File: config.mk
export PLATFORM = sky130hd
export DESIGN_NAME = cfdts_core
export DESIGN_NICKNAME = d
export VERILOG_FILES = /design/src/cfdts_pkg.sv /design/src/cfdts_core.sv /design/src/cfdts_timebase.sv
export VERILOG_INCLUDE_DIRS = /design/src
export SDC_FILE = /design/constraint.sdc
export NUM_CORES = 1
export LEC_CHECK = 0
export ABC_CLOCK_PERIOD_IN_PS = 4600
export BUFFER_PORTS_ARGS = -buffer_cell sky130_fd_sc_hd__buf_2
export CAP_MARGIN = 5
export CORE_MARGIN = 4
export CORE_UTILIZATION = 45
export CTS_CLUSTER_SIZE = 16
export DETAILED_ROUTE_END_ITERATION = 7
export GPL_ROUTABILITY_DRIVEN = 1
export PLACE_DENSITY_LB_ADDON = 0.2
export REMOVE_ABC_BUFFERS = 1
export SLEW_MARGIN = 30
export SYNTH_ARGS = -nofsm -noshare
export SYNTH_HDL_FRONTEND = slang
export SYNTH_SLANG_ARGS = --single-unit
File: constraint.sdc
create_clock -name i_clock -period 4.6 [get_ports i_clock]
set_clock_uncertainty 0.1 [all_clocks]
set_input_delay 0 -clock i_clock [delete_from_list [all_inputs] [get_ports i_clock]]
set_output_delay 0 -clock i_clock [all_outputs]
set_load 0.05 [all_outputs]
File: src/cfdts_defines.svh
`ifndef CFDTS_DEFINES_SVH
`define CFDTS_DEFINES_SVH
// -------------------------------------------------------------
// Register byte offsets
// -------------------------------------------------------------
`define CFDTS_OFS_TSCON 8'h00
`define CFDTS_OFS_VEC 8'h04
`define CFDTS_OFS_INT 8'h08
`define CFDTS_OFS_TBC 8'h0c
`define CFDTS_OFS_RXPEND 8'h10
`define CFDTS_OFS_TXPEND 8'h14
// -------------------------------------------------------------
// Time stamp control fields
// -------------------------------------------------------------
`define CFDTS_TS_FDSEL 18
`define CFDTS_TS_EOF 17
`define CFDTS_TS_TBEN 16
`define CFDTS_TS_PRE_MSB 9
`define CFDTS_TS_RESET 32'h0000_0000
// -------------------------------------------------------------
// Interrupt register fields
// -------------------------------------------------------------
`define CFDTS_INT_ENHI_LSB 24
`define CFDTS_INT_ENLO_LSB 16
`define CFDTS_INT_BAD 15
`define CFDTS_INT_WAKE 14
`define CFDTS_INT_BUSERR 13
`define CFDTS_INT_SYSERR 12
`define CFDTS_INT_MODE 3
`define CFDTS_INT_TMR 2
// -------------------------------------------------------------
// Vector codes
// -------------------------------------------------------------
`define CFDTS_CODE_NONE 7'h40
`define CFDTS_CODE_CERR 7'h41
`define CFDTS_CODE_WAKE 7'h42
`define CFDTS_CODE_RXOV 7'h43
`define CFDTS_CODE_ADDR 7'h44
`define CFDTS_CODE_MAB 7'h45
`define CFDTS_CODE_TMR 7'h46
`define CFDTS_CODE_MODE 7'h47
`define CFDTS_CODE_IVM 7'h48
`define CFDTS_CODE_TEF 7'h49
`define CFDTS_CODE_TXAT 7'h4a
`endif

File: src/cfdts_pkg.sv
package cfdts_pkg;
	// Vector code field type
	typedef logic [6:0] cfdts_code_t;
	// Frame tracking for start-of-frame stamps
	typedef enum logic [0:0] {FRM_IDLE, FRM_SOF_HELD} cfdts_frame_t;
endpackage

File: src/cfdts_core.sv
// Function
// - Counter runs when enabled, else cleared
// - Counter advances every prescale plus one clocks
// - FD frames stamp after FDF when selected
// - Stamp at frame valid when control set
// - Otherwise classical frames stamp at SOF
// - Receive code names highest FIFO, none 40
// - Transmit code names highest FIFO, none 40
// - Highest pending code number wins
// - Filter hit field holds matching filter
// - Global codes for attempt, event, bad message
// - Global codes for mode, timer, buffer fault
// - Global codes for address, overflow, wake, error
// - Global none is 40, FIFO codes below
// - Read/write enable bits gate each source
// - Hardware sets sticky flags, write zero clears
// - RAM collision raises system error flag
// - Summary flags are read only
// - Buffer fault reported for either cause
// - Timer flag set on counter wrap
// - Receive pending is OR of enabled flags
// - Mode flag set when actual meets requested
`timescale 1ns/1ns
`default_nettype none
`include "cfdts_defines.svh"
module cfdts_core
	import cfdts_pkg::*;
#(
	parameter int AW = 8, // APB address width
	parameter int NF = 32, // Number of FIFOs
	parameter int NFL = 3 // Receive flags per FIFO
) (
	input wire logic i_clock, // System clock, 10 MHz
	input wire logic i_rst_b, // Async reset, active low
	input wire logic i_psel, // APB select
	input wire logic i_penable, // APB enable
	input wire logic i_pwrite, // APB direction
	input wire logic [AW-1:0] i_paddr, // APB byte address
	input wire logic [31:0] i_pwdata, // APB write data
	output logic [31:0] o_prdata, // APB read data
	output logic o_pready, // APB ready
	output logic o_pslverr, // APB error, unmapped
	input wire logic i_sof_sample, // Sample point of SOF
	input wire logic i_res_sample, // Sample point of bit after FDF
	input wire logic i_frame_is_fd, // Current frame is FD
	input wire logic i_rx_eof_valid, // Received frame became valid
	input wire logic i_tx_eof_valid, // Sent frame became valid
	output logic o_stamp_valid, // Stamp taken, one cycle
	output logic [31:0] o_stamp_value, // Captured stamp
	input wire logic i_filter_hit_valid, // Filter matched
	input wire logic [4:0] i_filter_hit_index, // Matching filter
	input wire logic i_bad_msg_evt, // Invalid message pulse
	input wire logic i_wake_evt, // Bus wake-up pulse
	input wire logic i_bus_err_evt, // Bus error pulse
	input wire logic i_ram_collision, // Message RAM collision
	input wire logic i_mab_fault, // Assembly buffer over/underflow
	input wire logic i_fifo_addr_err, // Illegal FIFO address
	input wire logic [2:0] i_actual_op_mode, // Actual mode
	input wire logic [2:0] i_requested_op_mode, // Requested mode
	input wire logic i_rx_ovf_any, // Any receive overflow
	input wire logic i_tx_attempt_any, // Any attempt flag
	input wire logic i_serial_crc_any, // Serial CRC error
	input wire logic i_ecc_any, // ECC error
	input wire logic i_tx_event_any, // Any transmit event flag
	input wire logic [NF*NFL-1:0] i_rx_fifo_flags, // Per FIFO flags
	input wire logic [NF*NFL-1:0] i_rx_fifo_flag_en, // Their enables
	input wire logic [NF-1:0] i_tx_fifo_pending, // Transmit pending
	output logic o_irq // Module interrupt request
);
	// -------------------------------------------------------------
	// APB decode
	// -------------------------------------------------------------
	logic apb_wr; // Write takes effect this edge
	logic hit; // Address is mapped
	logic [31:0] rd_word; // Selected read word
	assign apb_wr = i_psel & i_penable & o_pready & i_pwrite;

	// Zero wait: ready rises with the setup edge
	always_ff @(posedge i_clock or negedge i_rst_b) begin
		if (!i_rst_b) begin
			o_pready <= 1'b0;
			o_pslverr <= 1'b0;
			o_prdata <= 32'h0000_0000;
		end else begin
			o_pready <= i_psel & ~i_penable;
			o_pslverr <= i_psel & ~i_penable & ~hit;
			o_prdata <= (i_psel & ~i_penable & ~i_pwrite) ? rd_word : 32'h0000_0000;
		end
	end

	// -------------------------------------------------------------
	// Time stamp control register
	// -------------------------------------------------------------
	logic fd_stamp_point_sel; // Stamp after FDF for FD frames
	logic stamp_at_frame_valid; // Stamp when frame valid
	logic timebase_enable; // Counter runs
	logic [9:0] timebase_prescale; // Divide by N+1
	logic tscon_wr; // Write to control

	assign tscon_wr = apb_wr && (i_paddr == AW'(`CFDTS_OFS_TSCON));

	// Only bits 18..16 and 9..0 are stored
	always_ff @(posedge i_clock or negedge i_rst_b) begin
		if (!i_rst_b) begin
			fd_stamp_point_sel <= 1'b0;
			stamp_at_frame_valid <= 1'b0;
			timebase_enable <= 1'b0;
			timebase_prescale <= 10'h000;
		end else if (tscon_wr) begin
			fd_stamp_point_sel <= i_pwdata[`CFDTS_TS_FDSEL];
			stamp_at_frame_valid <= i_pwdata[`CFDTS_TS_EOF];
			timebase_enable <= i_pwdata[`CFDTS_TS_TBEN];
			timebase_prescale <= i_pwdata[`CFDTS_TS_PRE_MSB:0];
		end
	end

	// -------------------------------------------------------------
	// Time base counter
	// -------------------------------------------------------------
	logic [31:0] timebase_counter; // Live count
	logic timer_ovf_src; // Wrap pulse
	logic tbc_wr; // Write to counter

	assign tbc_wr = apb_wr && (i_paddr == AW'(`CFDTS_OFS_TBC));

	cfdts_timebase #(
		.CW(32),
		.PW(10)
	) u_timebase (
		.i_clock(i_clock),
		.i_rst_b(i_rst_b),
		.i_enable(timebase_enable),
		.i_prescale(timebase_prescale),
		.i_load(tbc_wr),
		.i_load_value(i_pwdata),
		.o_count(timebase_counter),
		.o_wrap(timer_ovf_src)
	);

	// -------------------------------------------------------------
	// Time stamp capture
	// -------------------------------------------------------------
	cfdts_frame_t frame_state; // Tracking SOF hold
	logic [31:0] sof_hold; // Count at SOF sample point

	// FD is known only after FDF, so hold the SOF count
	always_ff @(posedge i_clock or negedge i_rst_b) begin
		if (!i_rst_b) begin
			frame_state <= FRM_IDLE;
			sof_hold <= 32'h0000_0000;
			o_stamp_valid <= 1'b0;
			o_stamp_value <= 32'h0000_0000;
		end else begin
			o_stamp_valid <= 1'b0;
			if (stamp_at_frame_valid) begin
				frame_state <= FRM_IDLE;
				if (i_rx_eof_valid | i_tx_eof_valid) begin
					// Valid point differs for receive and transmit
					o_stamp_valid <= 1'b1;
					o_stamp_value <= timebase_counter;
				end
			end else begin
				unique case (frame_state)
					FRM_IDLE: begin
						if (i_sof_sample) begin
							sof_hold <= timebase_counter;
							frame_state <= FRM_SOF_HELD;
						end
					end
					FRM_SOF_HELD: begin
						if (i_sof_sample) begin
							// A new SOF restarts the frame
							sof_hold <= timebase_counter;
						end else if (i_res_sample) begin
							o_stamp_valid <= 1'b1;
							frame_state <= FRM_IDLE;
							if (i_frame_is_fd && fd_stamp_point_sel) begin
								o_stamp_value <= timebase_counter;
							end else begin
								o_stamp_value <= sof_hold;
							end
						end
					end
				endcase
			end
		end
	end

	// -------------------------------------------------------------
	// Per FIFO pending bits
	// -------------------------------------------------------------
	logic [NF-1:0] rx_fifo_pending; // Receive pending per FIFO
	logic [NF-1:0] tx_fifo_pending; // Transmit pending per FIFO

	// FIFO 0 is transmit only, so its receive bit stays zero
	for (genvar g = 0; g < NF; g++) begin : g_rxpend
		if (g == 0) begin : g_zero
			assign rx_fifo_pending[g] = 1'b0;
		end else begin : g_or
			assign rx_fifo_pending[g] =
				|(i_rx_fifo_flags[g*NFL +: NFL] & i_rx_fifo_flag_en[g*NFL +: NFL]);
		end
	end
	assign tx_fifo_pending = i_tx_fifo_pending;

	// -------------------------------------------------------------
	// Read-only summary flags
	// -------------------------------------------------------------
	logic rx_ovf_flag; // Receive overflow summary
	logic tx_attempt_flag; // Attempt summary
	logic serial_crc_flag; // Serial CRC summary
	logic ecc_flag; // ECC summary
	logic tx_event_flag; // Event FIFO summary
	logic rx_obj_flag; // Any receive FIFO pending
	logic tx_obj_flag; // Any transmit FIFO pending

	// Registered; writes never reach them
	always_ff @(posedge i_clock or negedge i_rst_b) begin
		if (!i_rst_b) begin
			rx_ovf_flag <= 1'b0;
			tx_attempt_flag <= 1'b0;
			serial_crc_flag <= 1'b0;
			ecc_flag <= 1'b0;
			tx_event_flag <= 1'b0;
			rx_obj_flag <= 1'b0;
			tx_obj_flag <= 1'b0;
		end else begin
			rx_ovf_flag <= i_rx_ovf_any;
			tx_attempt_flag <= i_tx_attempt_any;
			serial_crc_flag <= i_serial_crc_any;
			ecc_flag <= i_ecc_any;
			tx_event_flag <= i_tx_event_any;
			rx_obj_flag <= |rx_fifo_pending;
			tx_obj_flag <= |tx_fifo_pending;
		end
	end

	// -------------------------------------------------------------
	// Interrupt enables and sticky flags
	// -------------------------------------------------------------
	logic [7:0] en_hi; // bad, wake, buserr, syserr, rxovf, txat, crc, ecc
	logic [4:0] en_lo; // tef, mode, timer, rx obj, tx obj
	logic int_wr; // Write to interrupt register
	logic [5:0] sticky; // bad, wake, buserr, syserr, mode, timer
	logic [5:0] sticky_set; // Hardware set events
	logic [5:0] sticky_clr; // Software clear mask
	logic mab_cause; // System error from buffer fault
	logic addr_cause; // System error from address or collision
	logic [2:0] prev_mode; // Actual mode last cycle
	logic mode_set; // Mode reached request
	logic sys_err_set; // Any system error cause

	assign int_wr = apb_wr && (i_paddr == AW'(`CFDTS_OFS_INT));
	assign mode_set = (i_actual_op_mode != prev_mode) &&
		(i_actual_op_mode == i_requested_op_mode);
	assign sys_err_set = i_ram_collision | i_mab_fault | i_fifo_addr_err;
	assign sticky_set = {i_bad_msg_evt, i_wake_evt, i_bus_err_evt, sys_err_set,
		mode_set, timer_ovf_src};
	// Write one keeps a flag, zero clears it
	assign sticky_clr = int_wr ? ~{i_pwdata[`CFDTS_INT_BAD], i_pwdata[`CFDTS_INT_WAKE],
		i_pwdata[`CFDTS_INT_BUSERR], i_pwdata[`CFDTS_INT_SYSERR],
		i_pwdata[`CFDTS_INT_MODE], i_pwdata[`CFDTS_INT_TMR]} : 6'h00;

	// Plain read/write enables
	always_ff @(posedge i_clock or negedge i_rst_b) begin
		if (!i_rst_b) begin
			en_hi <= 8'h00;
			en_lo <= 5'h00;
		end else if (int_wr) begin
			en_hi <= i_pwdata[`CFDTS_INT_ENHI_LSB +: 8];
			en_lo <= i_pwdata[`CFDTS_INT_ENLO_LSB +: 5];
		end
	end

	// Set wins over a clear in the same cycle
	always_ff @(posedge i_clock or negedge i_rst_b) begin
		if (!i_rst_b) begin
			sticky <= 6'h00;
			mab_cause <= 1'b0;
			addr_cause <= 1'b0;
			prev_mode <= 3'h0;
		end else begin
			prev_mode <= i_actual_op_mode;
			sticky <= sticky_set | (sticky & ~sticky_clr);
			mab_cause <= i_mab_fault | (mab_cause & ~sticky_clr[2]);
			addr_cause <= i_fifo_addr_err | i_ram_collision | (addr_cause & ~sticky_clr[2]);
		end
	end

	// -------------------------------------------------------------
	// Vector codes
	// -------------------------------------------------------------
	logic [12:0] flags_all; // All flags, enable order
	logic [12:0] active; // Flags with enables
	cfdts_code_t next_rx_code; // Receive code
	cfdts_code_t next_tx_code; // Transmit code
	cfdts_code_t next_g_code; // Global code
	cfdts_code_t rx_vector_code; // Registered receive code
	cfdts_code_t tx_vector_code; // Registered transmit code
	cfdts_code_t global_vector_code; // Registered global code
	logic [4:0] filter_match_index; // Last matching filter

	assign flags_all = {sticky[5:2], rx_ovf_flag, tx_attempt_flag, serial_crc_flag,
		ecc_flag, tx_event_flag, sticky[1:0], rx_obj_flag, tx_obj_flag};
	assign active = flags_all & {en_hi, en_lo};

	// Ascending scan: highest number wins
	always_comb begin
		next_rx_code = `CFDTS_CODE_NONE;
		next_tx_code = `CFDTS_CODE_NONE;
		next_g_code = `CFDTS_CODE_NONE;
		for (int i = 0; i < NF; i++) begin
			if (rx_fifo_pending[i]) begin
				next_rx_code = 7'(i);
			end
			if (tx_fifo_pending[i]) begin
				next_tx_code = 7'(i);
			end
			if ((rx_fifo_pending[i] & en_lo[1]) | (tx_fifo_pending[i] & en_lo[0])) begin
				next_g_code = 7'(i);
			end
		end
		if (active[10]) next_g_code = `CFDTS_CODE_CERR;
		if (active[11]) next_g_code = `CFDTS_CODE_WAKE;
		if (active[8]) next_g_code = `CFDTS_CODE_RXOV;
		if (active[9] & addr_cause) next_g_code = `CFDTS_CODE_ADDR;
		if (active[9] & mab_cause) next_g_code = `CFDTS_CODE_MAB;
		if (active[2]) next_g_code = `CFDTS_CODE_TMR;
		if (active[3]) next_g_code = `CFDTS_CODE_MODE;
		if (active[12]) next_g_code = `CFDTS_CODE_IVM;
		if (active[4]) next_g_code = `CFDTS_CODE_TEF;
		if (active[7]) next_g_code = `CFDTS_CODE_TXAT;
	end

	// Codes lag flags one cycle, glitch free
	always_ff @(posedge i_clock or negedge i_rst_b) begin
		if (!i_rst_b) begin
			rx_vector_code <= `CFDTS_CODE_NONE;
			tx_vector_code <= `CFDTS_CODE_NONE;
			global_vector_code <= `CFDTS_CODE_NONE;
		end else begin
			rx_vector_code <= next_rx_code;
			tx_vector_code <= next_tx_code;
			global_vector_code <= next_g_code;
		end
	end

	// Filter index holds until the next match
	always_ff @(posedge i_clock or negedge i_rst_b) begin
		if (!i_rst_b) begin
			filter_match_index <= 5'h00;
		end else if (i_filter_hit_valid) begin
			filter_match_index <= i_filter_hit_index;
		end
	end

	// -------------------------------------------------------------
	// Interrupt request
	// -------------------------------------------------------------
	always_ff @(posedge i_clock or negedge i_rst_b) begin
		if (!i_rst_b) begin
			o_irq <= 1'b0;
		end else begin
			o_irq <= |active;
		end
	end

	// -------------------------------------------------------------
	// Read mux
	// -------------------------------------------------------------
	always_comb begin
		hit = 1'b1;
		rd_word = 32'h0000_0000;
		unique case (i_paddr)
			AW'(`CFDTS_OFS_TSCON): rd_word = {13'h0000, fd_stamp_point_sel,
				stamp_at_frame_valid, timebase_enable, 6'h00, timebase_prescale};
			AW'(`CFDTS_OFS_VEC): rd_word = {1'b0, rx_vector_code, 1'b0, tx_vector_code,
				3'h0, filter_match_index, 1'b0, global_vector_code};
			AW'(`CFDTS_OFS_INT): rd_word = {en_hi, 3'h0, en_lo, flags_all[12:5],
				3'h0, flags_all[4:0]};
			AW'(`CFDTS_OFS_TBC): rd_word = timebase_counter;
			AW'(`CFDTS_OFS_RXPEND): rd_word = 32'(rx_fifo_pending);
			AW'(`CFDTS_OFS_TXPEND): rd_word = 32'(tx_fifo_pending);
			default: hit = 1'b0;
		endcase
	end
endmodule // cfdts_core
`default_nettype wire

File: src/cfdts_timebase.sv
`timescale 1ns/1ns
`default_nettype none
module cfdts_timebase #(
	parameter int CW = 32, // Counter width
	parameter int PW = 10 // Prescaler width
) (
	input wire logic i_clock, // System clock
	input wire logic i_rst_b, // Async reset, active low
	input wire logic i_enable, // Run when high
	input wire logic [PW-1:0] i_prescale, // Divide by N+1
	input wire logic i_load, // Software write strobe
	input wire logic [CW-1:0] i_load_value, // Value written
	output logic [CW-1:0] o_count, // Counter value
	output logic o_wrap // One-cycle wrap pulse
);
	// -------------------------------------------------------------
	// Prescaler and counter
	// -------------------------------------------------------------
	logic [PW-1:0] pre_cnt; // Clocks since last advance

	// A load restarts the prescaler
	always_ff @(posedge i_clock or negedge i_rst_b) begin
		if (!i_rst_b) begin
			pre_cnt <= '0;
			o_count <= '0;
			o_wrap <= 1'b0;
		end else begin
			o_wrap <= 1'b0;
			if (!i_enable) begin
				// Stopped and cleared to save power
				pre_cnt <= '0;
				o_count <= '0;
			end else if (i_load) begin
				pre_cnt <= '0;
				o_count <= i_load_value;
			end else if (pre_cnt == i_prescale) begin
				// Advance once per N+1 clocks
				pre_cnt <= '0;
				o_count <= o_count + 1'b1;
				o_wrap <= &o_count;
			end else begin
				pre_cnt <= pre_cnt + 1'b1;
			end
		end
	end
endmodule // cfdts_timebase
`default_nettype wire

==> impl_metrics.toml, run 1 <==
[timing]
report.final.setup_viol = 0
timing.final.ws_setup_ns = 0.650
min_period_ns = 3.95
slew_violations = 0
final_setup_tns_ns = 0
maximum_achievable_frequency_ghz = 0.253
final.period_utilization_pct = 85.9
finalHoldViolCount = 0
slew_headroom_pct = 28.0
unrepaired_setup_endpoints_after_global_routing = "no"
max_slew.worst_pin.slew_ns = 1.08

[layout]
mostFrequentLayoutCells = "357 x buf_2, 208 x dfrtp_1, 162 x nor2_1, 161 x dlygate4sd3_1, 156 x nand2_1"
fin_nets = 2037
final_common_cell = "buf_2"
fill_cells = 2128
drive_gt1_share_pct = 27.8
layout-area-overhead-vs-synth_pct = 40.3

[floorplan]
io-pin-count = 365
coreArea_um2 = 25200
design.die.area_um2 = 28200
start_util_pct = 45.7
rows = 58
die_width_um = 168
chipHeight_um = 168

[yosys]
synthesis.area_um2 = 11500
postSynthRegisterBits = 211
synth_seq_area_share_pct = 45.9
synth_enable_flop_cells = 0
synth_top_flop_cell = "dfrtp_1"
post_synth_inst_count = 1244
avgSynthCellArea_um2 = 9.26
synth_top_cells_by_area = "dfrtp_1 45%, nor2_1 5.3%, nand2_1 5.1%"
netlist-cell-type-count = 60
yosys.area.top_type_share_pct = 45.2
ys_async_sr_fraction_pct = 100
yosysWarningCount = 0
yosysTopAreaCell = "dfrtp_1"

[run_status]
status = "finished, final reports clean"

[clock_tree]
clock-root-buffer = "clkbuf_16"
post_cts_hold_buffer_count = 161
post_cts.resized_instances = 0
post_cts.repair.setup_buffers = 0
clock_sink_count = 211
cts_tree = "done"
clk_latency_ns = 0.52
max-clock-path-buffers = 3
cts-buffers-inserted = 24
h-tree-depth = 1
cts.reportedPaths.clkPinSlew_ns = 0.06

[global_route]
grt_overflow_total = 0
grt_max_degree = 109
via_count_of_the_first_global_routing_pass = 12100
grt_pass1_wl_um = 67900
antenna_violations_before_repair = 4
grt_use_total_pct = 30.1

[power_and_ir_drop]
peakVddDrop_mv = 0.298
power_per_cell_area_nw_per_um2 = 302
power.static_leakage_nw = 7.51

[worst_setup_path]
critPathMostFrequentCell = "dlygate4sd3_1"
crit_family = "buffers and inverters"
timing.critical_path.cells = "dlygate4sd3_1 -> buf_2 -> a222oi_1 -> dlygate4sd3_1 -> nand2_1 -> inv_1 -> nand3_1 -> dlygate4sd3_1 -> nor2_1 -> dlygate4sd3_1 -> nand2_1 -> dlygate4sd3_1"
cp_data_arrival_time_ns = 4.24
path_class = "in2reg"
worst_setup_path_start_kind = "primary input"
critical_path_top_delay_cell = "dlygate4sd3_1"
slowest_delay_ns = 0.68
critical_path_required_ns = 4.89
critical_path_buf_inv_count = 7
critical_path.max_fanout = 3
cp-end-kind = "flip-flop"

[place]
post-place-ws_ns = 1.61
port_buffers = 358
post_detail_place_hpwl_um = 32200
gp_routability_congestion = 0.932

[route]
routed_wire_length_per_instance_um = 21.3
routed_wl_um = 44500
drt_first_pass_iters = 6
antenna_violating_nets_post_route = 0
vias = 12200
detailedRoute.firstIterationViolations = 1272
drt_drc_violations_left = 0
post_drt_via_cell_ratio = 5.84

[worst_hold_path]
worstHoldPathType = "in2async"

[run]
drv.max_cap_violation_count = 0
-- worst reg2reg max path, stage by stage (launching register included) --
cell      delay, ns
dfrtp_1        0.50
nand4_1        0.27
nor4_1         0.56
nand3_1        0.17
nor4_1         0.71
nand3_1        0.18
xor2_1         0.17
a211oi_1       0.22
-- logic make-up after synthesis --
group	synth area share, %
adders and majority gates	0.217
and+or+nand+nor	17.3
AOI/OAI and AO/OA	20.1
buffers and inverters	3.15
xor gates and xnor gates	4.18
DFF	45.9
muxes	9.16
-- worst paths after layout --
kind	start	endpoint	slack (ns)	depth (start not counted)
max in group asynchronous	i_rst_b	u_timebase.o_count[15]	3.06	3
hold reg to reg	sof_hold[11]	sof_hold[11]	0.38	2
hold / removal	i_rst_b	o_stamp_value[25]	0.02	2
setup reg to reg	u_timebase.o_count[16]	u_timebase.o_count[29]	1.63	7
min in group i_clock	i_tx_event_any	tx_event_flag	0.02	2
setup / recovery	i_rx_fifo_flag_en[87]	rx_vector_code[3]	0.65	12
-- cell usage after synthesis (23+ instances only) --
| cell type | n |
|---|---|
| dfrtp_1 | 208 |
| xor2_1 | 28 |
| clkbuf_1 | 57 |
| a211oi_1 | 27 |
| o21ai_0 | 52 |
| nand3_1 | 30 |
| nor2_1 | 162 |
| mux2i_1 | 48 |
| a22oi_1 | 23 |
| mux2_2 | 51 |
| inv_1 | 25 |
| a21oi_1 | 92 |
| xnor2_1 | 27 |
| a222oi_1 | 41 |
| nand2_1 | 157 |
-- metal layers --
layer  routed length [um]  share of wire (%)  GRT usage, %  up-vias
met5                   11              0.025             0        -
met3                 3850                8.7          5.59       99
met4                 1660                3.7          10.5        2
li1                     -                  -             -     5580
met2                20300                 46          48.2      635
met1                18700                 42          41.3     5876
-- layout make-up --
type,instances,area [um^2],share of cell area [%]
Antenna cell,3,7.51,0.0465
Clock buffer,33,726,4.49
Sequential cell,211,5280,32.7
Multi-Input combinational cell,938,5900,36.5
Inverter,25,93.8,0.581
Clock inverter,10,165,1.02
Tap cell,330,413,2.56
Timing Repair Buffer,538,3560,22.1
-- flip-flops by register name, indices dropped and copies added, names as in the netlist, 3 cells and up --
| signal | count |
|---|---|
| o_prdata | 32 |
| o_stamp_value | 32 |
| sof_hold | 32 |
| u_timebase.o_count | 32 |
| timebase_prescale | 10 |
| u_timebase.pre_cnt | 10 |
| en_hi | 8 |
| global_vector_code | 6 |
| rx_vector_code | 6 |
| sticky | 6 |
| tx_vector_code | 6 |
| en_lo | 5 |
| filter_match_index | 5 |
| prev_mode | 3 |
-- stage by stage --
stage / util [%] / instances / power, mW / cell area [um^2] / hold WS, ns
final: 64.1 / 2088 / 4.88 / 16100 / 0.0159
after global routing: 64.1 / 2088 / 5.05 / 16100 / 0.0199
after CTS: 64.1 / 2085 / 4.91 / 16100 / 0.00300
after detailed placement: 54.2 / 1881 / 2.69 / 13600 / 0.00932
after global placement: 54.1 / 1879 / 2.68 / 13600 / 0.00922
after floorplan: - / 1174 / 2.36 / 11200 / -0.396
-- power by group --
| part | total, mW | switching (mW) | internal (mW) | leakage (nW) |
|---|---|---|---|---|
| clock | 2.11 | 0.786 | 1.33 | 0.429 |
| combinational | 0.817 | 0.503 | 0.314 | 4.37 |
| sequential | 1.95 | 0.0337 | 1.92 | 2.70 |
| total | 4.88 | 1.32 | 3.56 | 7.51 |
(Power assumes the default switching activity.)
==> inputs of run 2 (changes only) <==
- CELL_PAD_IN_SITES_DETAIL_PLACEMENT: unset -> 1
- CELL_PAD_IN_SITES_GLOBAL_PLACEMENT: unset -> 1
- CORE_UTILIZATION: 45 -> 41
==> impl_metrics.toml, run 2 (synthesized netlist as in run 1, its figures left out) <==
[run_status]
status = "finished, final reports clean"

[floorplan]
chipHeight_um = 176
coreArea_um2 = 27700
io-pin-count = 365
design.die.area_um2 = 30800
start_util_pct = 41.6
die_width_um = 176
rows = 61

[layout]
fill_cells = 3317
instances_no_fill = 2131
register_cell_area_after_layout_um2 = 5280
final_common_cell = "buf_2"
fin_nets = 2032
layout-area-overhead-vs-synth_pct = 39.4
mostFrequentLayoutCells = "357 x buf_2, 208 x dfrtp_1, 162 x nor2_1, 156 x nand2_1, 153 x dlygate4sd3_1"
drive_gt1_share_pct = 27.9
multiInputGateArea_um2 = 5900

[worst_setup_path]
critical_path.max_fanout = 3
cp_data_arrival_time_ns = 4.14
cp-end-kind = "flip-flop"
path_class = "in2reg"
worst_setup_path_start_kind = "primary input"
critical_path_required_ns = 4.95

[route]
post_drt_via_cell_ratio = 5.87
drt_drc_violations_left = 0
detailedRoute.firstIterationViolations = 1056
antenna_violating_nets_post_route = 0
routed_wl_um = 50500
vias = 12500
drt_first_pass_iters = 5
routed_wire_length_per_instance_um = 23.7

[timing]
slew_violations = 0
unrepaired_setup_endpoints_after_global_routing = "no"
finalHoldViolCount = 0
max_slew.worst_pin.slew_ns = 1.06
maximum_achievable_frequency_ghz = 0.264
final_setup_tns_ns = 0
report.final.setup_viol = 0
min_period_ns = 3.79
holdWs_ns = 0.0198
final.period_utilization_pct = 82.4
slew_headroom_pct = 29.5
timing.final.ws_setup_ns = 0.810

[clock_tree]
post_cts.resized_instances = 0
clock_sink_count = 211
cts_tree = "done"
cts-buffers-inserted = 25
clock-root-buffer = "clkbuf_16"
h-tree-depth = 1
max-clock-path-buffers = 3
cts.reportedPaths.clkPinSlew_ns = 0.06
clk_latency_ns = 0.52

[global_route]
grt_max_degree = 102
grt_pass1_wl_um = 77300
via_count_of_the_first_global_routing_pass = 13600
antenna_violations_before_repair = 3
grt_overflow_total = 0
grt_use_total_pct = 31.6

[power_and_ir_drop]
power.static_leakage_nw = 7.48
power_per_cell_area_nw_per_um2 = 298
peakVddDrop_mv = 0.246

[worst_hold_path]
worstHoldPathType = "in2reg"

[place]
gp_routability_congestion = 0.918
port_buffers = 358
post-place-ws_ns = 1.67
post_detail_place_hpwl_um = 34800
placed_cells_incl_taps = 1928

[run]
drv.max_cap_violation_count = 0
-- run 2: report_power, final --
group          switching, mW  total, mW  internal [mW]
clock                  0.818       1.99           1.17
combinational          0.518      0.828          0.310
sequential            0.0364       1.96           1.92
total                   1.37       4.78           3.40
-- run 2: final cells by class --
cell class                 count  area share, %
inverter                      25          0.585
antenna                        2         0.0312
tap                          378           2.95
clock buffer                  34           4.36
clock inverter                11          0.694
sequential                   211           32.9
multi-input combinational    938           36.8
timing repair buffer         532           21.7
-- run 2: final timing paths --
check | start | to | slack, ns | cells after the start
max | i_rx_fifo_flag_en[89] | rx_vector_code[6] | 0.81 | 12
min | i_rx_fifo_flag_en[90] | rx_vector_code[2] | 0.02 | 5
max reg2reg | u_timebase.pre_cnt[2] | u_timebase.o_count[16] | 1.56 | 7
min reg2reg | sof_hold[23] | sof_hold[23] | 0.39 | 2
max in group asynchronous | i_rst_b | filter_match_index[0] | 2.99 | 3
min in group asynchronous | i_rst_b | o_stamp_value[25] | 0.05 | 2
-- run 2: timing repair --
item,4_1_cts,5_1_grt
hold buffers,153,0
hold endpoints to repair,227,0
setup buffers,0,0
-- run 2: worst max-delay path, stage by stage --
cell	delay, ns
dlygate4sd3_1	0.54
buf_2	0.13
a222oi_1	0.45
dlygate4sd3_1	0.65
nand2_1	0.11
inv_1	0.09
nand3_1	0.09
dlygate4sd3_1	0.63
nor2_1	0.16
nand3_1	0.21
nor4_1	0.41
dlygate4sd3_1	0.66
-- run 2: through the flow --
step,utilization (%),power (mW),instance area [um^2]
2_1_floorplan,-,2.36,11200
3_3_place_gp,49.4,2.68,13700
3_5_place_dp,49.4,2.70,13700
4_1_cts,57.8,4.77,16000
5_1_grt,57.9,4.95,16000
6_report,57.9,4.78,16000
-- run 2: layer usage --
| metal | up-vias | track usage, % | wire length, um |
|---|---|---|---|
| li1 | 5565 | - | - |
| met4 | 2 | 10.9 | 1890 |
| met1 | 6225 | 40.5 | 19900 |
| met2 | 605 | 53.9 | 24600 |
| met5 | - | 0 | 12 |
| met3 | 121 | 5.64 | 3980 |
